File: config.mk
export PLATFORM = sky130hd
export DESIGN_NAME = acs_top
export DESIGN_NICKNAME = d
export VERILOG_FILES = /design/src/pkg/acs_pkg.sv /design/src/hw/acs_top.sv /design/src/hw/acs_sar.sv /design/src/hw/acs_chan_dec.sv
export VERILOG_INCLUDE_DIRS = /design/src /design/src/pkg
export SDC_FILE = /design/constraint.sdc
export NUM_CORES = 1
export LEC_CHECK = 0
export BUFFER_PORTS_ARGS = -buffer_cell sky130_fd_sc_hd__buf_2
export CAP_MARGIN = 25
export CORE_ASPECT_RATIO = 1.75
export CORE_MARGIN = 8
export CORE_UTILIZATION = 61
export CTS_CLUSTER_SIZE = 14
export DETAILED_ROUTE_END_ITERATION = 7
export PLACE_DENSITY_LB_ADDON = 0.05
export SYNTH_ARGS = -nofsm -noshare
export SYNTH_HDL_FRONTEND = slang
export SYNTH_SLANG_ARGS = --single-unit
File: constraint.sdc
create_clock -name clk_sys_in -period 5.1 [get_ports clk_sys_in]
set_input_delay 0.51 -clock clk_sys_in [delete_from_list [all_inputs] [get_ports clk_sys_in]]
set_output_delay 0.51 -clock clk_sys_in [all_outputs]
set_load 0.05 [all_outputs]
File: src/pkg/acs_consts.svh
/*
 * Named constants of the converter input-select and result-format block:
 * register offsets, field positions, reset values, channel codes and timing.
 * Assumes inclusion by bare name from the package and the design modules.
 */
`ifndef ACS_CONSTS_SVH
`define ACS_CONSTS_SVH

// ****************************************************************
// Register offsets on the plain register port
// ****************************************************************
`define ACS_ADDR_W          3
`define ACS_ADDR_SEL        3'h0
`define ACS_ADDR_RES_LO     3'h1
`define ACS_ADDR_RES_HI     3'h2
`define ACS_ADDR_CTRL       3'h3

// ****************************************************************
// Field positions and reset values
// ****************************************************************
`define ACS_REF_HI          7
`define ACS_REF_LO          6
`define ACS_ALIGN_BIT       5
`define ACS_CHAN_HI         4
`define ACS_SEL_RST         8'h00
`define ACS_CTRL_START_BIT  0
`define ACS_CTRL_FLAG_BIT   1
`define ACS_BYTE_ZERO       8'h00
`define ACS_PAD6            6'h00

// ****************************************************************
// Reference and channel codes
// ****************************************************************
`define ACS_REF_EXT         2'h0
`define ACS_REF_SUPPLY      2'h1
`define ACS_REF_INTERNAL    2'h3
`define ACS_REF_RESERVED    2'h2
`define ACS_CH_NONE_FIRST   5'h08
`define ACS_CH_NONE_LAST    5'h0F
`define ACS_CH_BANDGAP      5'h1E
`define ACS_CH_GROUND       5'h1F
`define ACS_GRP_SINGLE      2'h0
`define ACS_GRP_DIFF_NEG1   2'h2
`define ACS_GRP_DIFF_NEG2   2'h3

// ****************************************************************
// Converter timing: sample length in converter clock ticks, divider in system clocks per tick
// ****************************************************************
`define ACS_RES_BITS        10
`define ACS_SAMPLE_TICKS    2
`define ACS_ADC_DIV         8

`endif

File: src/pkg/acs_pkg.sv
/*
 * Types and shared helpers of the converter input-select block.
 * Assumes acs_consts.svh is on the include path.
 */
package acs_pkg;
    `include "acs_consts.svh"

    typedef logic [7:0]                 acs_byte_t;
    typedef logic [`ACS_RES_BITS-1:0]   acs_result_t;
    typedef logic [`ACS_CHAN_HI:0]      acs_chan_t;
    typedef logic [`ACS_ADDR_W-1:0]     acs_addr_t;
    typedef enum logic [1:0] {ACS_ST_IDLE, ACS_ST_SAMPLE, ACS_ST_CONVERT} acs_state_t;

    // True for the differential pair codes
    function automatic logic acs_is_diff(input acs_chan_t ch);
        return ch[`ACS_CHAN_HI] && (ch < `ACS_CH_BANDGAP);
    endfunction : acs_is_diff

    // Offset binary from the array becomes two's complement for pairs
    function automatic acs_result_t acs_format(input acs_result_t raw, input logic diff);
        acs_result_t res;
        res = raw;
        if (diff) begin
            res[`ACS_RES_BITS-1] = ~raw[`ACS_RES_BITS-1];
        end
        return res;
    endfunction : acs_format
endpackage : acs_pkg

File: src/hw/acs_top.sv
/*
 * Digital control around a 10-bit successive-approximation converter:
 * input-select register with deferred update, channel and reference
 * decoding, result coding and alignment, and the paired result read.
 * Assumes a plain register port with read data one cycle after the strobe,
 * and an external array driven by dac_code_out returning cmp_in.
 */
// The address-and-strobe port and the register addresses were chosen for this implementation.
// What this block does
// - Single-ended results are unsigned codes, 0x000 at ground up to 0x3FF at reference less one step.
// - Differential results are two's complement, saturating at 0x1FF and reaching 0x200 at minus full reference.
// - The finished result sits in the two result registers once the complete flag is high, unless a low-byte read had frozen them; then it is dropped.
// - The reference field at bits 7:6 picks the external pin, the analog supply or the internal 1.1V source.
// - Reference and channel written during a conversion take effect only when it completes.
// - The alignment bit at 5 picks left or right alignment and changes the readable data at once.
// - The channel field at bits 4:0 picks the input combination and 01000 to 01111 pick nothing.
// - Codes 00000 to 00111 pick single inputs 0 to 7, 11110 the bandgap and 11111 ground.
// - Codes 10000 to 10111 pair inputs 0 to 7 against input 1, and 11000 to 11101 inputs 0 to 5 against 2.
// - The input-select register is eight read-write bits that reset to zero.
// - Right alignment puts bits 9:8 low in the high byte; left puts 9:2 high and 1:0 atop the low byte.
// - After the low byte is read the result stays frozen until the high byte is read.
`timescale 1ns/1ps
`include "acs_consts.svh"
module acs_top #(
    parameter int ADC_DIV = `ACS_ADC_DIV
) (
    input  wire logic                clk_sys_in,
    input  wire logic                rst_n_in,
    input  wire acs_pkg::acs_addr_t  reg_addr_in,
    input  wire acs_pkg::acs_byte_t  reg_wdata_in,
    input  wire logic                reg_wr_in,
    input  wire logic                reg_rd_in,
    output acs_pkg::acs_byte_t       reg_rdata_out,
    input  wire logic                cmp_in,
    output acs_pkg::acs_result_t     dac_code_out,
    output logic                     sample_out,
    output logic [7:0]               pos_sel_out,
    output logic                     neg_in1_sel_out,
    output logic                     neg_in2_sel_out,
    output logic                     bandgap_sel_out,
    output logic                     ground_sel_out,
    output logic                     diff_mode_out,
    output logic [1:0]               ref_sel_out,
    output logic                     ref_ext_only_out,
    output logic                     ref_supply_out,
    output logic                     ref_internal_out,
    output logic                     busy_out,
    output logic                     complete_flag_out
);
    import acs_pkg::*;

    localparam int DW = $clog2(ADC_DIV);
    localparam logic [DW-1:0] DIV_LAST = DW'(ADC_DIV - 1);

    acs_byte_t      sel_reg;
    acs_byte_t      sel_next;
    acs_byte_t      active_reg;
    acs_byte_t      active_next;
    acs_result_t    result_reg;
    acs_result_t    result_next;
    acs_byte_t      rdata_reg;
    logic           flag_reg;
    logic           flag_next;
    logic           lock_reg;
    logic           lock_next;
    logic [DW-1:0]  div_reg;
    logic           conv_diff_reg;

    wire            tick_w;
    wire            start_w;
    wire            busy_w;
    wire            done_w;
    acs_result_t    raw_w;

    // ****************************************************************
    // Register port decode
    // ****************************************************************
    wire wr_sel_w  = reg_wr_in && (reg_addr_in == `ACS_ADDR_SEL);
    wire wr_ctrl_w = reg_wr_in && (reg_addr_in == `ACS_ADDR_CTRL);
    wire rd_lo_w   = reg_rd_in && (reg_addr_in == `ACS_ADDR_RES_LO);
    wire rd_hi_w   = reg_rd_in && (reg_addr_in == `ACS_ADDR_RES_HI);
    wire align_w   = sel_reg[`ACS_ALIGN_BIT];

    // Alignment is applied at read time so a change shows at once
    wire acs_byte_t lo_byte_w = align_w ? {result_reg[1:0], `ACS_PAD6}
                                        : result_reg[7:0];
    wire acs_byte_t hi_byte_w = align_w ? result_reg[9:2]
                                        : {`ACS_PAD6, result_reg[9:8]};
    wire acs_byte_t ctrl_w    = {`ACS_PAD6, flag_reg, busy_w};

    // Read multiplexer; unmapped offsets read zero
    wire acs_byte_t rd_mux_w =
        (reg_addr_in == `ACS_ADDR_SEL)    ? sel_reg   :
        (reg_addr_in == `ACS_ADDR_RES_LO) ? lo_byte_w :
        (reg_addr_in == `ACS_ADDR_RES_HI) ? hi_byte_w :
        (reg_addr_in == `ACS_ADDR_CTRL)   ? ctrl_w    : `ACS_BYTE_ZERO;

    // ****************************************************************
    // Next-state terms
    // ****************************************************************
    // Every bit is stored as written, reserved reference code included
    assign sel_next    = wr_sel_w ? reg_wdata_in : sel_reg;
    // Selection follows the register while idle and is held while busy
    assign active_next = busy_w ? active_reg : sel_next;
    assign start_w     = wr_ctrl_w && reg_wdata_in[`ACS_CTRL_START_BIT] && !busy_w;
    // Completion sets the flag; a same-cycle one-write clear loses
    assign flag_next   = done_w ||
                         (flag_reg && !(wr_ctrl_w && reg_wdata_in[`ACS_CTRL_FLAG_BIT]));
    // Low-byte read freezes the result until the high byte is read
    assign lock_next   = rd_lo_w ? 1'b1 : (rd_hi_w ? 1'b0 : lock_reg);
    assign result_next = (done_w && !lock_reg) ?
                         acs_format(raw_w, conv_diff_reg) : result_reg;
    assign tick_w      = (div_reg == DIV_LAST);

    // ****************************************************************
    // Registers
    // ****************************************************************
    always_ff @(posedge clk_sys_in or negedge rst_n_in) begin
        if (!rst_n_in) begin
            sel_reg    <= `ACS_SEL_RST;
            active_reg <= `ACS_SEL_RST;
            result_reg <= '0;
            flag_reg   <= 1'b0;
            lock_reg   <= 1'b0;
        end else begin
            sel_reg    <= sel_next;
            active_reg <= active_next;
            result_reg <= result_next;
            flag_reg   <= flag_next;
            lock_reg   <= lock_next;
        end
    end

    // Read data stand only in the cycle after the strobe
    always_ff @(posedge clk_sys_in or negedge rst_n_in) begin
        if (!rst_n_in) begin
            rdata_reg <= `ACS_BYTE_ZERO;
        end else begin
            rdata_reg <= reg_rd_in ? rd_mux_w : `ACS_BYTE_ZERO;
        end
    end

    // Converter clock enable divider and coding mode of the running conversion
    always_ff @(posedge clk_sys_in or negedge rst_n_in) begin
        if (!rst_n_in) begin
            div_reg       <= '0;
            conv_diff_reg <= 1'b0;
        end else begin
            div_reg <= tick_w ? '0 : div_reg + 1'b1;
            if (start_w) begin
                conv_diff_reg <= acs_is_diff(active_next[`ACS_CHAN_HI:0]);
            end
        end
    end

    // ****************************************************************
    // Sequencer and channel decoder
    // ****************************************************************
    acs_sar #(
        .RES_BITS (`ACS_RES_BITS)
    ) u_sar (
        .clk_sys_in   (clk_sys_in),
        .rst_n_in     (rst_n_in),
        .tick_in      (tick_w),
        .start_in     (start_w),
        .cmp_in       (cmp_in),
        .busy_out     (busy_w),
        .done_out     (done_w),
        .sample_out   (sample_out),
        .dac_code_out (dac_code_out),
        .raw_out      (raw_w)
    );

    acs_chan_dec u_dec (
        .chan_in     (active_reg[`ACS_CHAN_HI:0]),
        .pos_sel_out (pos_sel_out),
        .neg1_out    (neg_in1_sel_out),
        .neg2_out    (neg_in2_sel_out),
        .bandgap_out (bandgap_sel_out),
        .ground_out  (ground_sel_out),
        .diff_out    (diff_mode_out)
    );

    // Reference switches; the reserved code turns none of them on
    assign ref_sel_out      = active_reg[`ACS_REF_HI:`ACS_REF_LO];
    assign ref_ext_only_out = (ref_sel_out == `ACS_REF_EXT);
    assign ref_supply_out   = (ref_sel_out == `ACS_REF_SUPPLY);
    assign ref_internal_out = (ref_sel_out == `ACS_REF_INTERNAL);

    assign reg_rdata_out     = rdata_reg;
    assign busy_out          = busy_w;
    assign complete_flag_out = flag_reg;
endmodule : acs_top

File: src/hw/acs_sar.sv
/*
 * Successive-approximation sequencer: sampling phase, then one trial bit
 * per converter tick from the top bit down.
 * Assumes an external DAC and comparator; cmp_in is high when the input
 * is at or above the level set by dac_code_out.
 */
`timescale 1ns/1ps
`include "acs_consts.svh"
module acs_sar #(
    parameter int RES_BITS = `ACS_RES_BITS
) (
    input  wire logic                clk_sys_in,
    input  wire logic                rst_n_in,
    input  wire logic                tick_in,
    input  wire logic                start_in,
    input  wire logic                cmp_in,
    output logic                     busy_out,
    output logic                     done_out,
    output logic                     sample_out,
    output logic [RES_BITS-1:0]      dac_code_out,
    output logic [RES_BITS-1:0]      raw_out
);
    import acs_pkg::*;

    localparam int IW = $clog2(RES_BITS);
    localparam logic [IW-1:0] TOP_BIT = IW'(RES_BITS - 1);
    localparam logic [IW-1:0] LAST_SAMPLE = IW'(`ACS_SAMPLE_TICKS - 1);

    acs_state_t             state_reg;
    logic [IW-1:0]          idx_reg;
    logic [RES_BITS-1:0]    code_reg;
    logic [RES_BITS-1:0]    raw_reg;
    logic                   done_reg;

    // ****************************************************************
    // Sequencer
    // ****************************************************************
    always_ff @(posedge clk_sys_in or negedge rst_n_in) begin
        if (!rst_n_in) begin
            state_reg <= ACS_ST_IDLE;
            idx_reg   <= '0;
            code_reg  <= '0;
            raw_reg   <= '0;
            done_reg  <= 1'b0;
        end else begin
            done_reg <= 1'b0;
            case (state_reg)
                ACS_ST_IDLE: begin
                    if (start_in) begin
                        state_reg <= ACS_ST_SAMPLE;
                        idx_reg   <= '0;
                        code_reg  <= '0;
                    end
                end
                ACS_ST_SAMPLE: begin
                    if (tick_in && idx_reg == LAST_SAMPLE) begin
                        state_reg         <= ACS_ST_CONVERT;
                        idx_reg           <= TOP_BIT;
                        code_reg[TOP_BIT] <= 1'b1;
                    end else if (tick_in) begin
                        idx_reg <= idx_reg + 1'b1;
                    end
                end
                ACS_ST_CONVERT: begin
                    if (tick_in) begin
                        code_reg[idx_reg] <= cmp_in;
                        if (idx_reg == '0) begin
                            state_reg <= ACS_ST_IDLE;
                            raw_reg   <= {code_reg[RES_BITS-1:1], cmp_in};
                            done_reg  <= 1'b1;
                        end else begin
                            code_reg[idx_reg - 1'b1] <= 1'b1;
                            idx_reg <= idx_reg - 1'b1;
                        end
                    end
                end
                default: state_reg <= ACS_ST_IDLE;
            endcase
        end
    end

    // Status and array drive
    assign busy_out     = (state_reg != ACS_ST_IDLE);
    assign sample_out   = (state_reg == ACS_ST_SAMPLE);
    assign done_out     = done_reg;
    assign dac_code_out = code_reg;
    assign raw_out      = raw_reg;
endmodule : acs_sar

File: src/hw/acs_chan_dec.sv
/*
 * Channel field decoder: turns the five-bit selection into switch enables
 * for the positive inputs, the two negative inputs, bandgap and ground.
 * Assumes the analog switches are active high.
 */
`timescale 1ns/1ps
`include "acs_consts.svh"
module acs_chan_dec (
    input  wire acs_pkg::acs_chan_t  chan_in,
    output logic [7:0]               pos_sel_out,
    output logic                     neg1_out,
    output logic                     neg2_out,
    output logic                     bandgap_out,
    output logic                     ground_out,
    output logic                     diff_out
);
    import acs_pkg::*;

    wire [1:0] grp_w     = chan_in[`ACS_CHAN_HI:`ACS_CHAN_HI-1];
    wire       single_w  = (grp_w == `ACS_GRP_SINGLE);
    wire       diff1_w   = (grp_w == `ACS_GRP_DIFF_NEG1);
    wire       diff2_w   = acs_is_diff(chan_in) && (grp_w == `ACS_GRP_DIFF_NEG2);
    wire       pos_on_w  = single_w || diff1_w || diff2_w;

    // Codes 01000 to 01111 fall through every term and select nothing
    assign pos_sel_out = pos_on_w ? (8'h01 << chan_in[2:0]) : `ACS_BYTE_ZERO;
    assign neg1_out    = diff1_w;
    assign neg2_out    = diff2_w;
    assign bandgap_out = (chan_in == `ACS_CH_BANDGAP);
    assign ground_out  = (chan_in == `ACS_CH_GROUND);
    assign diff_out    = acs_is_diff(chan_in);
endmodule : acs_chan_dec

# Yosys cells after proc, flatten, opt, wreduce, memory -nomap -nowiden

Cells that the tools add are included.
W data, S select, Z words.

Flip-flop bits (word level): 67
Input port bits: 16
Output and inout bits: 39
Word-level logic and storage cells: 120

Add/sub/neg operators: 3
Order comparisons: 6
Equality and inequality tests: 19
Shift operators: 1
Muxes and demuxes: 39
Bitwise logic cells: 2
Reductions and logical operators: 35

Operators by type and width:

| kind                  | number |
|---|---|
| $mux W8               | 8 |
| $mux W10              | 3 |
| $mux W4               | 5 |
| $pmux W9 S2           | 1 |
| $logic_and A1 B1 Y1   | 15 |
| $pmux W4 S3           | 1 |
| $bwmux W10            | 1 |
| $eq A5 B5 Y1 const B  | 2 |
| $lt A4 B5 Y1 const B  | 2 |
| $lt A5 B5 Y1 const B  | 2 |
| $mux W2               | 5 |
| $or A10 B10 Y10       | 1 |
| $mux W1               | 9 |
| $demux W1 S4          | 2 |
| $eq A2 B2 Y1 const B  | 4 |
| $ge A4 B1 Y1 const B  | 2 |
| $reduce_and A4 Y1     | 2 |
| $shl A1 B3 Y8 const A | 1 |
| $eq A3 B2 Y1 const B  | 2 |
| $logic_not A2 Y1      | 3 |
| $ne A2 B2 Y1 const B  | 3 |
| $pmux W2 S3           | 1 |
| $reduce_and A3 Y1     | 2 |
| $reduce_bool A2 Y1    | 3 |
| other kinds (19)      | 25 |

# Depth between registers and ports, before layout

Gate-level depths: netlist of the first run.

Depth in word-level cells: 9
Depth in mapped cells: 8
Gate-level depth less buffers: 6

# By module

A second synthesis of the first run with hierarchy kept.

Cell total of the unflattened synthesis: 338
Area, all modules: 3,574.7 µm²

Modules (own cells, without submodules):

| module       | instances | cells an instance | area each (µm²) | sequential area each (µm²) |
|---|---|---|---|---|
| acs_sar      | 1         | 181               | 1,751.7         | 675.6 |
| acs_top      | 1         | 136               | 1,695.4         | 975.9 |
| acs_chan_dec | 1         | 21                | 127.6           | 0.0 |

# Least setup slack after synthesis of the first run

Ideal clock, no wire load.

Kind: register -> output
Start point: register active_reg[2]
End point: output port pos_sel_out[0]
Arrival time: 2.036 ns
Path slack: 2.554 ns
Cell stages (with the launch flop): 3
Cell sequence: dfrtp_1 -> clkbuf_1 -> nor4_1

Longest elaborated chain between the ends: 5
Elaborated cells between the ends (all ways): 6

RTL lines:

| item                          | RTL line           | source |
|---|---|---|
| start: declaration            | acs_top.sv:57      | `acs_byte_t active_reg;` |
| start signal: assignment      | acs_top.sv:121     | `` active_reg <= `ACS_SEL_RST; `` |
| start signal: assignment      | acs_top.sv:127     | `active_reg <= active_next;` |
| $lt A5 B5 Y1 (no source line) | --                 |  |
| $logic_and A1 B1 Y1           | acs_pkg.sv:16      | `` return ch[`ACS_CHAN_HI] && (ch < `ACS_CH_BANDGAP); `` |
| $logic_and A1 B1 Y1           | acs_chan_dec.sv:22 | `` wire diff2_w = acs_is_diff(chan_in) && (grp_w == `ACS_GRP_DIFF_NEG2); `` |
| $logic_or A1 B1 Y1            | acs_chan_dec.sv:23 | `wire pos_on_w = single_w \|\| diff1_w \|\| diff2_w;` |
| $mux W8 (no source line) *    | --                 |  |
| end: declaration              | acs_top.sv:37      | `output logic [7:0] pos_sel_out,` |

Every way passes the cells marked *; elsewhere a longest branch is shown, timed or not.

# Worst setup path after layout of the first run

Start point: register u_sar.idx_reg[0]
End point: register u_sar.raw_reg[7], in the netlist u_sar.raw_out[7]

Longest elaborated chain between the ends: 2

RTL lines:

| item                               | RTL line      | source |
|---|---|---|
| start: declaration                 | acs_sar.sv:30 | `logic [IW-1:0] idx_reg;` |
| start signal: assignment           | acs_sar.sv:61 | `idx_reg <= idx_reg + 1'b1;` |
| start signal: assignment           | acs_sar.sv:73 | `idx_reg <= idx_reg - 1'b1;` |
| $logic_not A4 Y1                   | acs_sar.sv:67 | `if (idx_reg == '0) begin` |
| $reduce_and A3 Y1 (no source line) | --            |  |
| end signal: assignment             | acs_sar.sv:69 | `raw_reg <= {code_reg[RES_BITS-1:1], cmp_in};` |
| end: declaration                   | acs_sar.sv:32 | `logic [RES_BITS-1:0] raw_reg;` |

Every way passes these cells.
A chain may end at the register's enable or synchronous reset.

==> results of run 1 <==
-- placed cells by master, fill, tap and decap left out, types with 4 or more instances in the layout --
cell       synthesis  layout
a221oi_1           4       4
mux2i_1           11      11
o21ai_0           10      10
a21oi_1           11      11
nand2_1           21      21
nand2b_1           4       4
nor3b_1            5       5
dfrtp_1           66      66
nor3_1             6       6
inv_1             13      13
nor2b_1            9       9
o2bb2ai_1          9       9
o211ai_1           7       7
and2_1             5       5
nand3b_1           5       5
buf_2              5      54
mux2_2            33      33
nand3_1            5       5
clkbuf_8           0      10
ha_1              11      11
nor2_1            27      27
-- metrics by stage --
step,utilization [%],cells
2_1_floorplan,-,340
3_3_place_gp,66.71,452
3_5_place_dp,66.84,453
4_1_cts,69.91,469
5_1_grt,69.91,469
6_report,69.91,469
-- worst max-delay path, cell delays in order (launching register included) --
cell     delay [ns]
dfrtp_1        0.51
inv_1          0.16
ha_1           0.46
or3b_4         0.47
nor2_1         0.63
mux2_2         0.42
-- worst min path at each step --
stage,startpoint,to,cells past startpoint
floorplan,rst_n_in,asynchronous set/reset pin,0
global placement,div_reg[0],div_reg[0],1
detailed placement,div_reg[0],div_reg[0],1
CTS,rst_n_in,reg_rdata_out[4],2
global route,reg_wdata_in[7],sel_reg[7],2
finish,rst_n_in,active_reg[2],2
-- power by group --
group / leakage [uW] / internal, uW / total, uW / switching [uW]
Combinational: 0.000992 / 339 / 1030 / 689
Sequential: 0.000874 / 608 / 734 / 126
Clock: 0.0000847 / 189 / 391 / 202
Total: 0.00195 / 1140 / 2150 / 1020
-- layout make-up --
cell class | instances | area (sq um)
Clock buffer | 10 | 137.6
Tap cell | 78 | 97.59
Sequential cell | 66 | 1652
Clock inverter | 6 | 41.29
Inverter | 13 | 48.80
Fill cell | 488 | 1755
Timing Repair Buffer | 56 | 285.3
Multi-Input combinational cell | 240 | 1815
-- per-layer routing --
layer  vias to the layer above  global-route usage [%]
met5                         -                       0
met4                         0                   11.23
met3                        17                   3.840
met2                        96                   35.95
met1                      1375                   20.71
li1                       1326                       -
-- kinds of logic (layout without fill, tap and decap cells) --
kind of cell	Yosys count	after routing	synth area share (%)
AND/OR/NAND/NOR	110	110	16.90
AO/OA/AOI/OAI	73	73	15.42
flip-flops	66	66	45.53
multiplexers	45	45	13.69
buffers and inverters	34	85	4.415
adder cells (fa/ha/maj)	11	11	3.794
XOR/XNOR	1	1	0.2415
==> results_dict.tcl, run 1 <==
set metrics [dict create \
    status "finished clean" \
    core_area_sq_um 5833 \
    drc 0 \
    slew_viol_final 0 \
    antenna_left 0 \
    area_growth_pct 12.42 \
    placed_area_sq_um 3899 \
    antennaDiodeCount 0 \
    critPathLaunch "u_sar.idx_reg[0]" \
    total_power_uw 2153 \
    ctsRootBufferMaster "clkbuf_8" \
    cts_tree "yes" \
    leakagePower_uw 0.001951 \
    crit_path_start_kind "register" \
    cts.path.max_buffers 2 \
    start_util_pct 62.18 \
    die_h_um 118.0 \
    grt.overflow.total 0 \
    syn_avg_cell_area_sq_um 10.67 \
    relSlewSlack_pct 44.65 \
    power.density_nw_per_um2 528.1 \
    grt_setup_unrepaired "no" \
    num_rows 37 \
    synth_top_area_cell "dfrtp_1" \
    die_area_sq_um 8767 \
    cts_sinks 66 \
    max_freq_ghz 0.3619 \
    synth_cell_types 63 \
    tightestPinTransition_ns 0.8285 \
    postCtsHoldBufs 0 \
    cts_setup_buffers 0 \
    post-place-ws_ns 2.352 \
    cts_resized 0 \
    cp-endpoint "u_sar.raw_out[7]" \
    grt_max_degree 67 \
    wl_met3_um 387 \
    end_kind "register" \
    synth_area_sq_um 3627 \
    routed.top_layer "met4" \
    arrival_ns 2.98 \
    hp-class "in2async" \
    cp_max_fo 14 \
    maxCapViolCount 0 \
    reg2reg_depth 5 \
    timing.rr.end "u_sar.raw_out[7]" \
    place_congestion 0.9303 \
    synth_most_common_cell "dfrtp_1" \
    antenna_found_initial 0 \
    yosys_register_bits 66 \
    setup_violations 0 \
    synth_top_area_share_pct 45.53 \
    wl_per_cell_um 18.18 \
    fin_nets 413 \
    synth_nets 367 \
    wl_met2_um 4674 \
    grt_pass1_vias 2866 \
    ys_warn_count 0 \
    clk-insertion-delay-late_ns 0.34 \
    fin_area_sq_um 4078 \
    routed_via_density 6.000 \
    hold_viol 0 \
    synthTopCellsByCount "dfrtp_1, mux2_2, nor2_1" \
    ios 55 \
    finalClockSkew_ns 0.008481 \
    drt_first_iter_violations 165 \
    track_usage_pct 20.19 \
    crit_type "reg2reg" \
    min_period_over_period_pct 54.19 \
    drive_gt1_share_pct 29.92 \
    cp_data_required_time_ns 5.32 \
    r2r_start "u_sar.idx_reg[0]" \
    regToRegSetupSlack_ns 2.34 \
    drt_first_pass_iters 5 \
    setup_tns_ns 0 \
    fin_ws_ns 2.337 \
    cts_buffers 9 \
    htreeDepth 3 \
    holdWs_ns 0.3440 \
    synth_area_leaders "dfrtp_1, mux2_2, ha_1" \
    synthCells 340 \
    grt_pass1_wl_um 13780 \
    finalCriticalPeriod_ns 2.763 \
    dp_hpwl_um 6369 \
    synth_edf_count 0 \
    synth_flop_cell "dfrtp_1" \
    drt-total-wl_um 8525 \
    synth-async-reset-ratio_pct 100.0 \
    irDropWorstVdd_v 0.0003632 \
    fp.dieW_um 74.29 \
    path_clk_slew_ns 0.07 \
    wl_met1_um 3207 \
    num_vias 2814 \
    ys_seq_area_share_pct 45.53 \
    io_buffers 54 \
]
Power figures use the tool's default switching activity.
==> inputs of run 2 (changes only) <==
CORE_UTILIZATION = 57   (was 61)
clock period = 2.6 ns   (was 5.1 ns; I/O delays follow)
==> run 2 against run 1 <==
Clock power increased by 120%; clock skew increased by 0.0031 ns; combinational power increased by 95%; worst setup slack got worse by 1.9 ns; cell count increased by 1.7%; non-clock buffer count increased by 6; critical path depth increased by 1; final area increased by 1.6%; flip-flop and latch count unchanged; largest power group unchanged.
==> results_dict.tcl, run 2 (synthesis gave the netlist of run 1 again) <==
set metrics [dict create \
    place_congestion 0.9130 \
    die_area_sq_um 9272 \
    r2r_start "u_sar.idx_reg[0]" \
    die_h_um 121.5 \
    start_util_pct 58.68 \
    core_area_sq_um 6181 \
    area_growth_pct 14.21 \
    reg2reg_depth 6 \
    drc 0 \
    irDropWorstVdd_v 0.0007121 \
    critical_path.max_stage_delay_ns 0.56 \
    grt_use_met2_pct 33.82 \
    layout_commonest_cell "dfrtp_1" \
    crit_type "reg2reg" \
    setup_tns_ns 0 \
    slew_viol_final 0 \
    io_buffers 54 \
    clk-insertion-delay-late_ns 0.35 \
    cp_data_required_time_ns 2.87 \
    max_freq_ghz 0.4641 \
    fillers 509 \
    num_vias 2814 \
    hp-class "in2reg" \
    fin_nets 419 \
    fin_area_sq_um 4143 \
    htreeDepth 3 \
    finalCriticalPeriod_ns 2.155 \
    drive_gt1_share_pct 30.73 \
    worst_hold_path.num_cells 2 \
    tightestPinTransition_ns 0.7064 \
    antenna_left 0 \
    power.density_nw_per_um2 1038 \
    drt_first_iter_violations 123 \
    busiest_layer "met2" \
    grt_use_met3_pct 5.712 \
    grt_pass1_wl_um 14250 \
    cts_sinks 66 \
    cp_max_fo 13 \
    crit_path_start_kind "register" \
    drt_first_pass_iters 4 \
    min_period_over_period_pct 82.87 \
    setup_violations 0 \
    final_cell_mix "dfrtp_1, buf_2, mux2_2" \
    ctsRootBufferMaster "clkbuf_8" \
    path_clk_slew_ns 0.07 \
    placed_area_sq_um 3939 \
    antennaDiodeCount 0 \
    ios 55 \
    relSlewSlack_pct 52.91 \
    min_from "reg_wdata_in[5]" \
    fp.dieW_um 76.30 \
    leakagePower_uw 0.001994 \
    routed_via_density 5.899 \
    num_rows 38 \
    grt_max_degree 31 \
    timing.rr.end "u_sar.dac_code_out[0]" \
    track_usage_pct 19.17 \
    wl_per_cell_um 17.62 \
    cts.path.max_buffers 2 \
    grt_setup_unrepaired "no" \
    cp_slowest_cell "dfrtp_1" \
    arrival_ns 2.42 \
    grt.overflow.total 0 \
    grtUsageMet1_pct 20.20 \
    cts_buffers 9 \
    hold_viol 0 \
    finalClockSkew_ns 0.01155 \
    regToRegSetupSlack_ns 0.45 \
    status "finished clean" \
    maxCapViolCount 0 \
    drt-total-wl_um 8406 \
    end_kind "register" \
    antenna_found_initial 0 \
    grt_pass1_vias 2869 \
    dp_hpwl_um 6402 \
    cts_tree "yes" \
    path_cells "inv_1 > ha_1 > buf_4 > o41ai_1 > a221oi_1 > a211oi_2" \
]
run 2: metal layers:
metal  up-vias  part of all wire, %
met5         -                    0
met4         0                  2.7
met3        20                  4.8
met2        86                   53
met1      1366                   40
li1       1342                    -
run 2: stage by stage:
| step | instances | util [%] | power [uW] | hold WS, ns | setup slack (ns) |
|---|---|---|---|---|---|
| final | 477 | 67.02 | 4298 | 0.1565 | 0.4453 |
| after global routing | 477 | 67.02 | 4557 | 0.1379 | 0.2684 |
| after CTS | 477 | 67.02 | 4323 | 0.1346 | 0.4678 |
| after detailed placement | 460 | 63.72 | 3469 | 0.2096 | 0.4764 |
| after global placement | 460 | 63.72 | 3444 | 0.2036 | 0.5230 |
| after floorplan | 340 | - | 3028 | -0.03559 | 0.3036 |
run 2: final cells by class:
type / count / area [sq um] / area share [%]
repair buffers: 62 / 332.8 / 8.034
clock buffers: 9 / 123.9 / 2.990
clock inverters: 7 / 70.07 / 1.691
flip-flops and latches: 66 / 1652 / 39.87
inverters: 13 / 48.80 / 1.178
multi-input cells: 240 / 1815 / 43.82
well taps: 80 / 100.1 / 2.416
run 2: where the power goes:
| part | internal [uW] | leakage (uW) | switching [uW] |
|---|---|---|---|
| Clock | 440 | 0.0000990 | 405 |
| Combinational | 680 | 0.00102 | 1330 |
| Sequential | 1190 | 0.000874 | 246 |
run 2: how the worst max path moves through the flow:
stage	from	endpoint	slack (ns)
2_1_floorplan	active_reg[2]	pos_sel_out[0]	0.30
3_3_place_gp	u_sar.idx_reg[1]	u_sar.dac_code_out[9]	0.52
3_5_place_dp	u_sar.idx_reg[0]	u_sar.dac_code_out[0]	0.48
4_1_cts	u_sar.idx_reg[1]	u_sar.dac_code_out[9]	0.47
5_1_grt	u_sar.idx_reg[0]	u_sar.dac_code_out[0]	0.27
6_report	u_sar.idx_reg[0]	u_sar.dac_code_out[0]	0.45
run 2: critical path, delay by kind of cell, from the launching register on:
kind                       cells  cell delay (ns)
buffers and inverters          2             0.32
DFF                            1             0.56
adders and majority gates      1             0.25
AOI/OAI and AO/OA              3             0.94
run 2: repair_timing:
action	in CTS	in global routing
endpoints found under the hold margin	16	0
setup buffers	0	0
hold buffers	1	0
gates resized for setup	0	0
